==> config.mk <==
export PLATFORM = sky130hd
export DESIGN_NAME = adcsq_top
export DESIGN_NICKNAME = d
export VERILOG_FILES = /design/src/adcsq_pkg.sv /design/src/adcsq_sar_if.sv /design/src/adcsq_sar.sv /design/src/adcsq_top.sv
export SDC_FILE = /design/constraint.sdc
export NUM_CORES = 1
export LEC_CHECK = 0
export BUFFER_PORTS_ARGS = -buffer_cell sky130_fd_sc_hd__buf_2
export CORE_ASPECT_RATIO = 1.2
export CORE_MARGIN = 5
export CORE_UTILIZATION = 30
export CTS_BUF_LIST = sky130_fd_sc_hd__clkbuf_2 sky130_fd_sc_hd__clkbuf_4 sky130_fd_sc_hd__clkbuf_8
export CTS_CLUSTER_DIAMETER = 150
export DETAILED_ROUTE_END_ITERATION = 8
export GPL_ROUTABILITY_DRIVEN = 1
export SETUP_SLACK_MARGIN = 0.4
export SLEW_MARGIN = 20
export SYNTH_ARGS = -nofsm -noshare
export SYNTH_HDL_FRONTEND = slang
export SYNTH_SLANG_ARGS = --single-unit
==> constraint.sdc <==
create_clock -name clk_sys -period 3.3 [get_ports clk_sys]
set_clock_uncertainty 0.15 [all_clocks]
set_input_delay 0.33 -clock clk_sys [delete_from_list [all_inputs] [get_ports clk_sys]]
set_output_delay 0.33 -clock clk_sys [all_outputs]
set_load 0.01 [all_outputs]
==> src/adcsq_pkg.sv <==
// Purpose: shared constants and types for the converter sequencing block
// Assumes: 100 MHz system clock, AXI4-Lite register access with 32-bit data
// Notes: register offsets are byte addresses of aligned words
// What this block does
// bit 4 picks single or repeated multi-channel
// bit 3 picks 134 or 70 state conversion
// software clears go before changing speed
// channel field picks input or group 0..n
// trigger enable bit 7 gates the pin
// edge polarity bit picks rising or falling
// trigger register bits 6..4 read one
// bits 3,2,0 writable, reset zero, keep zero
// bit 1 resets one, reads one
// ten bit successive approximation result
// software clears go before mode/channel change
// go with new settings in one write
// single mode starts when go becomes one
// single result lands in channel's register
// completion sets done, irq if enabled
// single mode go self-clears, then idle
// multi mode loops group, done after last
// result in bits 15..6, low bits zero
// done clears on zero write after read
// trigger pin synchronised before edge detect
package adcsq_pkg;
   localparam int ADCSQ_DATA_W  = 32;
   localparam int ADCSQ_ADDR_W  = 8;
   localparam int ADCSQ_RES_W   = 10;
   localparam int ADCSQ_NCH     = 4;
   localparam int ADCSQ_CHSEL_W = 3;

   localparam logic [7:0] ADCSQ_OFS_CSR   = 8'h00;
   localparam logic [7:0] ADCSQ_OFS_TRG   = 8'h04;
   localparam logic [7:0] ADCSQ_OFS_EDGE  = 8'h08;
   localparam logic [7:0] ADCSQ_OFS_RES0  = 8'h10;

   localparam int ADCSQ_CSR_DONE  = 7;
   localparam int ADCSQ_CSR_IEN   = 6;
   localparam int ADCSQ_CSR_GO    = 5;
   localparam int ADCSQ_CSR_MULTI = 4;
   localparam int ADCSQ_CSR_SPEED = 3;
   localparam int ADCSQ_TRG_EN    = 7;
   localparam int ADCSQ_EDGE_POL  = 0;
   localparam int ADCSQ_RES_LSB   = 6;

   localparam logic [7:0] ADCSQ_TRG_FIXED1 = 8'h72;
   localparam logic [7:0] ADCSQ_TRG_WMASK  = 8'h8D;
   localparam logic [7:0] ADCSQ_TRG_RST    = 8'h72;

   localparam int ADCSQ_SLOW_STATES = 134;
   localparam int ADCSQ_FAST_STATES = 70;
   localparam int ADCSQ_CLK_MHZ     = 100;
   localparam int ADCSQ_STATE_NS    = 10;
   localparam int ADCSQ_SLOW_CYC    = (ADCSQ_SLOW_STATES * ADCSQ_STATE_NS * ADCSQ_CLK_MHZ + 999) / 1000;
   localparam int ADCSQ_FAST_CYC    = (ADCSQ_FAST_STATES * ADCSQ_STATE_NS * ADCSQ_CLK_MHZ + 999) / 1000;
   localparam int ADCSQ_CNT_W       = 8;

   localparam logic [1:0] ADCSQ_RESP_OKAY   = 2'b00;
   localparam logic [1:0] ADCSQ_RESP_SLVERR = 2'b10;

   typedef enum logic [1:0] {
      ADCSQ_IDLE = 2'b00,
      ADCSQ_CONV = 2'b01,
      ADCSQ_DONE = 2'b10
   } adcsq_state_t;
endpackage

==> src/adcsq_sar_if.sv <==
`timescale 1ns/1ps
// Purpose: handshake between sequencer and the successive approximation engine
// Assumes: one conversion in flight at a time
// Notes: start is a one-cycle pulse, done a one-cycle pulse
interface adcsq_sar_if #(parameter int RES_W = 10);
   logic             start;
   logic [RES_W-1:0] sample;
   logic             compDone;
   logic [RES_W-1:0] result;
   logic             busy;
   modport seq (output start, output sample, input compDone, input result, input busy);
   modport sar (input start, input sample, output compDone, output result, output busy);
endinterface

==> src/adcsq_sar.sv <==
`timescale 1ns/1ps
// Purpose: ten-bit successive approximation engine, one bit decided per step
// Assumes: comparator modelled digitally against the sampled input word
// Notes: takes RES_W steps after start, then pulses compDone
module adcsq_sar #(
   parameter int RES_W = 10
) (
   input  wire logic clk_sys,
   input  wire logic nrst,
   adcsq_sar_if.sar  sar
);
   logic [RES_W-1:0] trial_r;
   logic [RES_W-1:0] held_r;
   logic [RES_W-1:0] bitPos_r;
   logic             busy_r;
   logic             done_r;
   logic [RES_W-1:0] guess;
   logic             keep;

   assign guess = trial_r | bitPos_r;
   // comparator: keep the trial bit while the guess does not exceed the input
   assign keep  = (guess <= held_r);

   always_ff @(posedge clk_sys or negedge nrst) begin
      if (!nrst) begin
         trial_r  <= '0;
         held_r   <= '0;
         bitPos_r <= '0;
         busy_r   <= 1'b0;
         done_r   <= 1'b0;
      end else begin
         done_r <= 1'b0;
         if (sar.start) begin
            held_r   <= sar.sample;
            trial_r  <= '0;
            bitPos_r <= {1'b1, {(RES_W-1){1'b0}}};
            busy_r   <= 1'b1;
         end else if (busy_r) begin
            if (keep) trial_r <= guess;
            bitPos_r <= bitPos_r >> 1;
            if (bitPos_r[0]) begin
               busy_r <= 1'b0;
               done_r <= 1'b1;
            end
         end
      end
   end

   assign sar.result   = trial_r;
   assign sar.compDone = done_r;
   assign sar.busy     = busy_r;
endmodule

==> src/adcsq_top.sv <==
`timescale 1ns/1ps
// Purpose: register file and sequencing for a four-input ten-bit converter
// Assumes: AXI4-Lite master keeps one read and one write in flight at most
// Notes: analog inputs arrive as digitised words; the timer sets conversion length
module adcsq_top
   import adcsq_pkg::*;
#(
   parameter int SLOW_CYC = ADCSQ_SLOW_CYC,
   parameter int FAST_CYC = ADCSQ_FAST_CYC
) (
   input  wire logic                              clk_sys,
   input  wire logic                              nrst,
   input  wire logic [adcsq_pkg::ADCSQ_ADDR_W-1:0] s_axi_awaddr,
   input  wire logic                              s_axi_awvalid,
   output logic                                   s_axi_awready,
   input  wire logic [adcsq_pkg::ADCSQ_DATA_W-1:0] s_axi_wdata,
   input  wire logic [3:0]                        s_axi_wstrb,
   input  wire logic                              s_axi_wvalid,
   output logic                                   s_axi_wready,
   output logic [1:0]                             s_axi_bresp,
   output logic                                   s_axi_bvalid,
   input  wire logic                              s_axi_bready,
   input  wire logic [adcsq_pkg::ADCSQ_ADDR_W-1:0] s_axi_araddr,
   input  wire logic                              s_axi_arvalid,
   output logic                                   s_axi_arready,
   output logic [adcsq_pkg::ADCSQ_DATA_W-1:0]     s_axi_rdata,
   output logic [1:0]                             s_axi_rresp,
   output logic                                   s_axi_rvalid,
   input  wire logic                              s_axi_rready,
   input  wire logic [adcsq_pkg::ADCSQ_RES_W-1:0] analog_in_0,
   input  wire logic [adcsq_pkg::ADCSQ_RES_W-1:0] analog_in_1,
   input  wire logic [adcsq_pkg::ADCSQ_RES_W-1:0] analog_in_2,
   input  wire logic [adcsq_pkg::ADCSQ_RES_W-1:0] analog_in_3,
   input  wire logic                              ext_start_pin,
   output logic                                   conv_done_irq
);
   import adcsq_pkg::*;

   adcsq_sar_if #(.RES_W(ADCSQ_RES_W)) sarBus ();

   adcsq_sar #(.RES_W(ADCSQ_RES_W)) uSar (
      .clk_sys (clk_sys),
      .nrst    (nrst),
      .sar     (sarBus)
   );

   // register state
   logic                   doneFlag_r;
   logic                   doneSeen_r;
   logic                   irqEn_r;
   logic                   go_r;
   logic                   multi_r;
   logic                   speed_r;
   logic [2:0]             chSel_r;
   logic [7:0]             trgCtl_r;
   logic                   edgePol_r;
   logic [ADCSQ_RES_W-1:0] result_r [ADCSQ_NCH];

   // sequencer state
   adcsq_state_t           state_r;
   adcsq_state_t           state_nxt;
   logic [1:0]             curCh_r;
   logic [ADCSQ_CNT_W-1:0] timer_r;
   logic                   trgMeta_r;
   logic                   trgSync_r;
   logic                   trgPrev_r;

   // bus state
   logic                   awHeld_r;
   logic                   wHeld_r;
   logic [7:0]             awAddr_r;
   logic [31:0]            wData_r;
   logic [3:0]             wStrb_r;
   logic                   bValid_r;
   logic [1:0]             bResp_r;
   logic                   rValid_r;
   logic [31:0]            rData_r;
   logic [1:0]             rResp_r;

   function automatic logic isMapped(input logic [7:0] a);
      isMapped = (a == ADCSQ_OFS_CSR) || (a == ADCSQ_OFS_TRG) || (a == ADCSQ_OFS_EDGE)
                 || ((a >= ADCSQ_OFS_RES0) && (a < ADCSQ_OFS_RES0 + 8'(4 * ADCSQ_NCH))
                     && (a[1:0] == 2'b00));
   endfunction

   // write channel
   wire        wrFire     = awHeld_r && wHeld_r && !bValid_r;
   wire        wrCsr      = wrFire && (awAddr_r == ADCSQ_OFS_CSR) && wStrb_r[0];
   wire        wrTrg      = wrFire && (awAddr_r == ADCSQ_OFS_TRG) && wStrb_r[0];
   wire        wrEdge     = wrFire && (awAddr_r == ADCSQ_OFS_EDGE) && wStrb_r[0];
   wire [7:0]  wByte      = wData_r[7:0];
   wire        swGoSet    = wrCsr && wByte[ADCSQ_CSR_GO] && !go_r;
   wire        swGoClr    = wrCsr && !wByte[ADCSQ_CSR_GO];

   // read channel
   wire        rdFire     = s_axi_arvalid && s_axi_arready;
   wire [7:0]  csrView    = {doneFlag_r, irqEn_r, go_r, multi_r, speed_r, chSel_r};
   wire [7:0]  trgView    = (trgCtl_r & ADCSQ_TRG_WMASK) | ADCSQ_TRG_FIXED1;
   wire [1:0]  rdIdx      = 2'(s_axi_araddr[3:2]);
   wire [15:0] resView    = {result_r[rdIdx], {ADCSQ_RES_LSB{1'b0}}};
   wire        rdCsr      = rdFire && (s_axi_araddr == ADCSQ_OFS_CSR);

   // trigger edge, taken from the second synchroniser stage only
   wire        trgRise    = trgSync_r && !trgPrev_r;
   wire        trgFall    = !trgSync_r && trgPrev_r;
   wire        trgEdge    = edgePol_r ? trgRise : trgFall;
   wire        hwGoSet    = trgCtl_r[ADCSQ_TRG_EN] && trgEdge && !go_r;

   // sequencing
   wire        startReq   = swGoSet || hwGoSet;
   wire [1:0]  lastCh     = 2'(chSel_r[1:0]);
   wire        convEnd    = (state_r == ADCSQ_CONV) && (timer_r == '0) && !sarBus.busy;
   wire        groupEnd   = !multi_r || (curCh_r == lastCh);
   wire [1:0]  startCh    = multi_r ? 2'b00 : lastCh;
   wire [1:0]  sampleCh   = (state_r == ADCSQ_IDLE) ? startCh : curCh_r;
   wire [ADCSQ_CNT_W-1:0] convLen = speed_r ? ADCSQ_CNT_W'(FAST_CYC - 1)
                                            : ADCSQ_CNT_W'(SLOW_CYC - 1);
   // in idle the channel comes straight from the settings, so a write that sets
   // go together with a new channel samples that channel, not the old one
   wire        goSetEvt   = convEnd && groupEnd;

   logic [ADCSQ_RES_W-1:0] chInput;
   always_comb begin
      unique case (sampleCh)
         2'd0: chInput = analog_in_0;
         2'd1: chInput = analog_in_1;
         2'd2: chInput = analog_in_2;
         2'd3: chInput = analog_in_3;
      endcase
   end

   always_comb begin
      state_nxt = state_r;
      unique case (state_r)
         ADCSQ_IDLE: if (go_r) state_nxt = ADCSQ_CONV;
         ADCSQ_CONV: begin
            if (!go_r) state_nxt = ADCSQ_IDLE;
            else if (convEnd) state_nxt = ADCSQ_DONE;
         end
         ADCSQ_DONE: state_nxt = (multi_r && go_r) ? ADCSQ_CONV : ADCSQ_IDLE;
         default: state_nxt = ADCSQ_IDLE;
      endcase
   end

   assign sarBus.start  = (state_nxt == ADCSQ_CONV) && (state_r != ADCSQ_CONV);
   assign sarBus.sample = chInput;

   always_ff @(posedge clk_sys or negedge nrst) begin
      if (!nrst) begin
         trgMeta_r <= 1'b1;
         trgSync_r <= 1'b1;
         trgPrev_r <= 1'b1;
      end else begin
         trgMeta_r <= ext_start_pin;
         trgSync_r <= trgMeta_r;
         trgPrev_r <= trgSync_r;
      end
   end

   always_ff @(posedge clk_sys or negedge nrst) begin
      if (!nrst) begin
         state_r <= ADCSQ_IDLE;
         timer_r <= '0;
         curCh_r <= '0;
      end else begin
         state_r <= state_nxt;
         if (sarBus.start) timer_r <= convLen;
         else if (timer_r != '0) timer_r <= timer_r - 1'b1;
         // next channel is fixed when a conversion ends, so the DONE hop starts the right one
         if (state_r == ADCSQ_IDLE) curCh_r <= startCh;
         else if (convEnd) curCh_r <= groupEnd ? startCh : curCh_r + 1'b1;
      end
   end

   always_ff @(posedge clk_sys or negedge nrst) begin
      if (!nrst) begin
         for (int i = 0; i < ADCSQ_NCH; i++) result_r[i] <= '0;
      end else if (convEnd) begin
         result_r[curCh_r] <= sarBus.result;
      end
   end

   always_ff @(posedge clk_sys or negedge nrst) begin
      if (!nrst) begin
         irqEn_r   <= 1'b0;
         multi_r   <= 1'b0;
         speed_r   <= 1'b0;
         chSel_r   <= '0;
         trgCtl_r  <= ADCSQ_TRG_RST;
         edgePol_r <= 1'b0;
      end else begin
         if (wrCsr) begin
            irqEn_r <= wByte[ADCSQ_CSR_IEN];
            // changes while go is set are taken as written; software keeps go clear
            multi_r <= wByte[ADCSQ_CSR_MULTI];
            speed_r <= wByte[ADCSQ_CSR_SPEED];
            chSel_r <= wByte[ADCSQ_CHSEL_W-1:0];
         end
         if (wrTrg) trgCtl_r <= wByte & ADCSQ_TRG_WMASK;
         if (wrEdge) edgePol_r <= wByte[ADCSQ_EDGE_POL];
      end
   end

   always_ff @(posedge clk_sys or negedge nrst) begin
      if (!nrst) begin
         go_r <= 1'b0;
      end else if (startReq) begin
         go_r <= 1'b1;
      end else if (swGoClr || (goSetEvt && !multi_r)) begin
         go_r <= 1'b0;
      end
   end

   always_ff @(posedge clk_sys or negedge nrst) begin
      if (!nrst) begin
         doneFlag_r <= 1'b0;
         doneSeen_r <= 1'b0;
      end else begin
         if (goSetEvt) doneFlag_r <= 1'b1; // set beats a same-cycle clear
         else if (wrCsr && !wByte[ADCSQ_CSR_DONE] && doneSeen_r) doneFlag_r <= 1'b0;
         if (rdCsr && doneFlag_r) doneSeen_r <= 1'b1;
         else if (wrCsr || !doneFlag_r) doneSeen_r <= 1'b0;
      end
   end

   assign conv_done_irq = doneFlag_r && irqEn_r;

   // AXI4-Lite slave
   assign s_axi_awready = !awHeld_r;
   assign s_axi_wready  = !wHeld_r;
   assign s_axi_arready = !rValid_r;
   assign s_axi_bvalid  = bValid_r;
   assign s_axi_bresp   = bResp_r;
   assign s_axi_rvalid  = rValid_r;
   assign s_axi_rdata   = rData_r;
   assign s_axi_rresp   = rResp_r;

   always_ff @(posedge clk_sys or negedge nrst) begin
      if (!nrst) begin
         awHeld_r <= 1'b0;
         wHeld_r  <= 1'b0;
         awAddr_r <= '0;
         wData_r  <= '0;
         wStrb_r  <= '0;
         bValid_r <= 1'b0;
         bResp_r  <= ADCSQ_RESP_OKAY;
      end else begin
         if (s_axi_awvalid && s_axi_awready) begin
            awHeld_r <= 1'b1;
            awAddr_r <= s_axi_awaddr;
         end
         if (s_axi_wvalid && s_axi_wready) begin
            wHeld_r <= 1'b1;
            wData_r <= s_axi_wdata;
            wStrb_r <= s_axi_wstrb;
         end
         if (wrFire) begin
            awHeld_r <= 1'b0;
            wHeld_r  <= 1'b0;
            bValid_r <= 1'b1;
            // result words are read-only; writes to them answer with an error
            bResp_r  <= (isMapped(awAddr_r) && awAddr_r < ADCSQ_OFS_RES0) ? ADCSQ_RESP_OKAY
                                                                          : ADCSQ_RESP_SLVERR;
         end else if (bValid_r && s_axi_bready) begin
            bValid_r <= 1'b0;
         end
      end
   end

   always_ff @(posedge clk_sys or negedge nrst) begin
      if (!nrst) begin
         rValid_r <= 1'b0;
         rData_r  <= '0;
         rResp_r  <= ADCSQ_RESP_OKAY;
      end else if (rdFire) begin
         rValid_r <= 1'b1;
         rResp_r  <= isMapped(s_axi_araddr) ? ADCSQ_RESP_OKAY : ADCSQ_RESP_SLVERR;
         if (s_axi_araddr == ADCSQ_OFS_CSR) rData_r <= {24'h000000, csrView};
         else if (s_axi_araddr == ADCSQ_OFS_TRG) rData_r <= {24'h000000, trgView};
         else if (s_axi_araddr == ADCSQ_OFS_EDGE) rData_r <= {31'h00000000, edgePol_r};
         else if (isMapped(s_axi_araddr)) rData_r <= {16'h0000, resView};
         else rData_r <= '0;
      end else if (rValid_r && s_axi_rready) begin
         rValid_r <= 1'b0;
      end
   end
endmodule

==> results of run 1 <==
[critical path, delay by kind of cell (launching register included)]
kind | cells | cell delay [ns]
AND/OR/NAND/NOR | 4 | 1.43
flip-flops | 1 | 0.45
multiplexers | 1 | 0.37
adder cells (fa/ha/maj) | 1 | 0.16
buffers and inverters | 1 | 0.11
[flip-flops by register name, summed over array words and instances (netlist names), 8 cells and up]
| register | flops |
|---|---|
| awAddr_r | 8 |
| result_r | 40 |
| s_axi_rdata | 16 |
| timer_r | 8 |
| uSar.bitPos_r | 10 |
| uSar.held_r | 10 |
| uSar.sar.result | 10 |
| wData_r | 8 |
[final timing paths]
check / startpoint / slack (ns) / end
min reg2reg: trgMeta_r / 0.20 / trgSync_r
max in group asynchronous: nrst / 1.88 / chSel_r[2]
min in group asynchronous: nrst / 0.35 / s_axi_bvalid
min: analog_in_2[9] / 0.03 / uSar.held_r[9]
max reg2reg: timer_r[0] / 0.52 / result_r[35]
max: timer_r[0] / 0.52 / result_r[35]
[through the flow]
| step | power [mW] | hold slack [ns] | instances |
|---|---|---|---|
| final | 5.35 | 0.0343 | 971 |
| after global routing | 5.76 | 0.0309 | 971 |
| after CTS | 5.43 | 0.0101 | 971 |
| after detailed placement | 4.03 | 0.202 | 915 |
| after global placement | 3.98 | 0.198 | 915 |
| after floorplan | 3.54 | -0.116 | 577 |
[final cells by class]
| type | instances | area [µm²] |
|---|---|---|
| Clock inverter | 14 | 146 |
| Fill cell | 2172 | 13800 |
| Tap cell | 274 | 343 |
| Clock buffer | 18 | 241 |
| Timing Repair Buffer | 128 | 800 |
| Sequential cell | 139 | 3480 |
| Multi-Input combinational cell | 368 | 2910 |
| Inverter | 30 | 113 |
[timing repair]
| item | CTS | global route |
|---|---|---|
| hold endpoints to repair | 97 | 0 |
| hold buffers | 24 | 0 |
| setup endpoints to repair | 0 | 1 |
[cells by family after synthesis]
family,count (synthesis)
multiplexers,114
adder cells (fa/ha/maj),16
AO/OA/AOI/OAI,83
flip-flops,139
buffers and inverters,70
other,1
AND/OR/NAND/NOR,131
XOR/XNOR,6
[cell usage in the layout (no fill, tap or decap), drive strengths merged, types with 8 or more instances in the layout]
master	instances
inv	32
o21ai	27
o211a	9
buf	104
conb	18
nand2	41
nor3	8
ha	16
nor2	35
mux4	10
clkbuf	18
mux2i	37
mux2	67
o221ai	10
dlygate4sd3	24
dfrtp	136
a21oi	11
or2	9
[layer usage]
layer | global-route usage | vias up
li1 | - | 2198
met1 | 0.152 | 2175
met2 | 0.182 | 105
met3 | 0.0267 | 19
met4 | 0.0412 | 0
met5 | 0 | -
[power breakdown]
group	internal, mW	total, mW	switching, mW	leakage (nW)
registers	2.08	2.41	0.326	1.83
logic	0.763	1.59	0.823	2.11
clock network	0.679	1.36	0.681	0.181
total	3.52	5.35	1.83	4.12
==> impl_metrics.env, run 1 <==
export IMPL_pin_count=142
export IMPL_yosys_area_share_simple=0.101
export IMPL_syn_area_per_cell_um2=11.9
export IMPL_grt_overflow=0
export IMPL_final_hold_viol_count=0
export IMPL_synth_fa_ha_area_frac=0.0300
export IMPL_dpl_cell_area_mm2=0.00741
export IMPL_period_share=0.842
export IMPL_period_needed_ns=2.78
export IMPL_dpl_hpwl_um=9850
export IMPL_area_growth_syn_to_layout_pct=20.3
export IMPL_initial_core_util=0.306
export IMPL_placement_rows=59
export IMPL_antenna_found_initial=0
export IMPL_met2_length_um=6710
export IMPL_wirelength_met1_um=6580
export IMPL_worstHoldPathCells=3
export IMPL_core_mm2=0.0219
export IMPL_wl_per_cell_um=14.5
export IMPL_clockRootBuffer="clkbuf_8"
export IMPL_synthCells=560
export IMPL_rsz0062_at_grt="yes"
export IMPL_vias=4497
export IMPL_synth_mux_area_fraction=0.202
export IMPL_final_setup_viol_count=0
export IMPL_worstRegToRegCells=7
export IMPL_cp_max_fo=11
export IMPL_viasPerCell=4.63
export IMPL_synth_main_ff_cell="dfrtp_1"
export IMPL_crit_required_ns=3.48
export IMPL_numPortBuffers=96
export IMPL_status="complete, no violations"
export IMPL_synth_edf_count=0
export IMPL_cts_inserted_buffers=17
export IMPL_yosysSeqAreaShare=0.521
export IMPL_critPathCaptureType="register"
export IMPL_fin_setup_tns_ns=0
export IMPL_tightest_slew_ns=0.882
export IMPL_dieArea_mm2=0.0254
export IMPL_syn_area_mm2=0.00668
export IMPL_p_leak_nw=4.12
export IMPL_drc=0
export IMPL_worst_slack_ns=0.520
export IMPL_die_x_um=146
export IMPL_synth_common_cells="136 x dfrtp_1, 65 x mux2_2, 37 x mux2i_1, 37 x nand2_1, 35 x nor2_1"
export IMPL_fin_nets=800
export IMPL_maxCapViolCount=0
export IMPL_drtPass1Iterations=4
export IMPL_slew_headroom=0.411
export IMPL_drive_above_1_share=0.339
export IMPL_cts_setup_buffers=0
export IMPL_routed_wl_um=14100
export IMPL_ant_nets=0
export IMPL_cts_tree="done"
export IMPL_drv_slew=0
export IMPL_top_layer="met4"
export IMPL_grtUsageTotal=0.114
export IMPL_synth_async_sr_flop_share=1.00
export IMPL_routed_wl_met3_um=581
export IMPL_power_density_mw_per_mm2=666
export IMPL_synth_cell_types=60
export IMPL_synth_top_area_frac=0.509
export IMPL_dpl_worst_slack_ns=0.519
export IMPL_place_gp_congestion=0.719
export IMPL_slowest_stage="or4_4"
export IMPL_clkLatencyLatePin_ns=0.44
export IMPL_grt_pass1_wl_um=23700
export IMPL_synth_top_family_by_area="multiplexers"
export IMPL_synth_compound_area_frac=0.0850
export IMPL_synth_xor_xnor_area_share=0.00786
export IMPL_max_freq_mhz=360
export IMPL_drt_iter0_drc=205
export IMPL_holdCritPathClass="input port to register"
export IMPL_clkTransAtPathRegs_ns=0.08
export IMPL_final_cell_area_mm2=0.00804
export IMPL_synth_most_common_cell="dfrtp_1"
export IMPL_max_stage_delay_ns=0.52
export IMPL_cts_resized_gates=0
export IMPL_crit_chain="inv_1 > ha_1 > or2b_2 > or4_4 > nor3_4 > nand2_2 > mux2_1"
export IMPL_crit_arrival_ns=2.96
export IMPL_die_h_um=173
export IMPL_cts_sinks=139
export IMPL_ys_ff_latch=139
export IMPL_grt_pass1_vias=4674
export IMPL_fin_util=0.368
export IMPL_peakVddDrop_uv=289
export IMPL_synthTopCellsByArea="dfrtp_1 51%, mux2_2 11%, mux2i_1 5.5%, mux4_2 3.4%, ha_1 3.0%"
export IMPL_yosysTopAreaCell="dfrtp_1"
export IMPL_antenna_cells=0
export IMPL_grt_max_degree=78
export IMPL_h_tree_depth=4
export IMPL_start_kind="register"
export IMPL_worst_setup_path_type="register to register"
export IMPL_yosysWarnings=0
export IMPL_cts_max_path_buffers=2
Power figures use the tool's default switching activity.
==> run 2: changes to the inputs <==
- clock period: 3.3 -> 2.6 ns (I/O delays scaled with it)
==> run 2 against run 1 <==
Compared with the run above:
- final area grew 13%
- sequential cell count did not move
- via count increased by 9.2%
- register-to-register slack worse by 0.32 ns
- combinational power rose by 81%
- sequential share of layout area decreased by 5.0 points
- core utilization increased by 4.9 points
- sequential power increased by 25%
- die area stayed put
- largest power group unchanged
- non-clock buffer count increased by 86
- global-route usage rose by 1.2 points
==> impl_metrics.env, run 2 (synthesis results as in run 1) <==
export IMPL_status="complete, no violations"
export IMPL_grtUsageTotal=0.126
export IMPL_multi_input_area_mm2=0.00314
export IMPL_use_met1=0.161
export IMPL_routed_wl_um=15800
export IMPL_placement_rows=59
export IMPL_place_gp_congestion=0.756
export IMPL_fin_setup_tns_ns=0
export IMPL_period_share=0.923
export IMPL_grt_max_degree=63
export IMPL_pwr_share_comb=0.372
export IMPL_drc=0
export IMPL_initial_core_util=0.306
export IMPL_die_h_um=173
export IMPL_cts_max_path_buffers=2
export IMPL_final_setup_viol_count=0
export IMPL_fillCellCount=2081
export IMPL_use_met3=0.0316
export IMPL_start_kind="register"
export IMPL_whs_ns=0.0199
export IMPL_drv_slew=0
export IMPL_wl_per_cell_um=15.0
export IMPL_final_common_cell="dfrtp_1"
export IMPL_final_cell_area_mm2=0.00910
export IMPL_antenna_cells=0
export IMPL_worst_setup_path_type="register to register"
export IMPL_ant_nets=0
export IMPL_tightest_slew_ns=0.690
export IMPL_cts_sinks=139
export IMPL_dpl_hpwl_um=9950
export IMPL_crit_chain="inv_2 > ha_4 > or2b_4 > or4_4 > nor3_4 > buf_12 > nand2_4 > buf_6 > mux2_2"
export IMPL_antenna_found_initial=0
export IMPL_fin_nets=887
export IMPL_largest_reg_flops=40
export IMPL_critPathCaptureType="register"
export IMPL_core_mm2=0.0219
export IMPL_cts_inserted_buffers=17
export IMPL_power_total_mw=7.71
export IMPL_seq_area_mm2=0.00349
export IMPL_vias=4912
export IMPL_rsz0062_at_grt="yes"
export IMPL_grt_overflow=0
export IMPL_worstHoldPathCells=3
export IMPL_numPortBuffers=96
export IMPL_grt_most_used_layer="met2"
export IMPL_crit_required_ns=2.78
export IMPL_fin_util=0.417
export IMPL_p_leak_nw=4.62
export IMPL_dpl_cell_area_mm2=0.00757
export IMPL_slew_headroom=0.539
export IMPL_pwr_share_clk=0.236
export IMPL_die_x_um=146
export IMPL_clkLatencyLatePin_ns=0.44
export IMPL_max_freq_mhz=417
export IMPL_grt_pass1_wl_um=26000
export IMPL_drtPass1Iterations=4
export IMPL_maxCapViolCount=0
export IMPL_dp_cells=930
export IMPL_dpl_worst_slack_ns=0.132
export IMPL_holdCritPathClass="input port to register"
export IMPL_worst_slack_ns=0.200
export IMPL_drive_above_1_share=0.399
export IMPL_viasPerCell=4.64
export IMPL_drt_iter0_drc=231
export IMPL_final_hold_viol_count=0
export IMPL_dieArea_mm2=0.0254
export IMPL_power_density_mw_per_mm2=847
export IMPL_period_needed_ns=2.40
export IMPL_crit_arrival_ns=2.58
export IMPL_mostFrequentLayoutCells="131 x dfrtp_1, 95 x buf_2, 65 x mux2_2, 63 x dlygate4sd3_1, 44 x buf_4"
export IMPL_clockRootBuffer="clkbuf_8"
export IMPL_max_stage_delay_ns=0.44
export IMPL_largest_register="result_r"
export IMPL_stdcell_count=1058
export IMPL_h_tree_depth=4
export IMPL_peakVddDrop_uv=372
export IMPL_pin_count=142
export IMPL_p_int_mw=5.12
export IMPL_worstRegToRegCells=9
export IMPL_power_frac_seq=0.392
export IMPL_slowest_stage="or4_4"
export IMPL_clkTransAtPathRegs_ns=0.08
export IMPL_sw_frac_of_total=0.336
export IMPL_area_growth_syn_to_layout_pct=36.2
export IMPL_p_sw_mw=2.59
export IMPL_use_met2=0.208
export IMPL_cp_max_fo=7
export IMPL_cts_tree="done"
export IMPL_grt_pass1_vias=5101
-- run 2: cell count changes in the layout (fill, tap and decap cells not counted), sizes merged --
cell and change:
buf +47, dlygate4sd3 +39, clkinvlp +1, bufinv +1
inv -1, nand2 +1, clkinv -1
-- run 2: layer usage --
layer	part of all wire	wire, µm
met5	0	0
met4	0.016	247
met3	0.049	773
met2	0.49	7750
met1	0.45	7070
-- run 2: cell type report --
| type | count | share of cell area |
|---|---|---|
| flip-flops and latches | 139 | 0.383 |
| multi-input cells | 369 | 0.345 |
| clock inverters | 14 | 0.0187 |
| inverters | 30 | 0.0124 |
| repair buffers | 214 | 0.176 |
| clock buffers | 18 | 0.0272 |
| well taps | 274 | 0.0377 |
-- run 2: what timing repair did --
item / CTS / global route
buffers inserted: 18 / 14
resized for setup: 27 / 21
cloned: 1 / 0
endpoints found under the hold margin: 92 / 0
pin swaps: 7 / 17
setup endpoints to repair: 57 / 81
hold buffers: 63 / 0
-- run 2: worst paths after layout --
path	from	endpoint	slack (ns)
max in group asynchronous	nrst	s_axi_rdata[2]	1.38
worst max register to register	timer_r[0]	result_r[19]	0.20
worst max-delay path	timer_r[0]	result_r[19]	0.20
worst min-delay path	analog_in_1[5]	uSar.held_r[5]	0.02
min in group asynchronous	nrst	wData_r[6]	0.22
worst min register to register	trgMeta_r	trgSync_r	0.20
-- run 2: worst max-delay path: cells and delay by family (launching register included) --
family	cells	cell delay, ns
DFF	1	0.40
adders and majority gates	1	0.13
and+or+nand+nor	4	0.93
buffers and inverters	3	0.41
muxes	1	0.26
-- run 2: power groups by stage --
stage	logic (mW)	clock network (mW)	registers, mW
5_1_grt	3.18	1.98	3.10
6_report	2.87	1.82	3.02
2_1_floorplan	1.62	0	2.95
3_5_place_dp	2.16	0	3.07
3_3_place_gp	2.13	0	3.06
4_1_cts	2.64	1.88	3.03
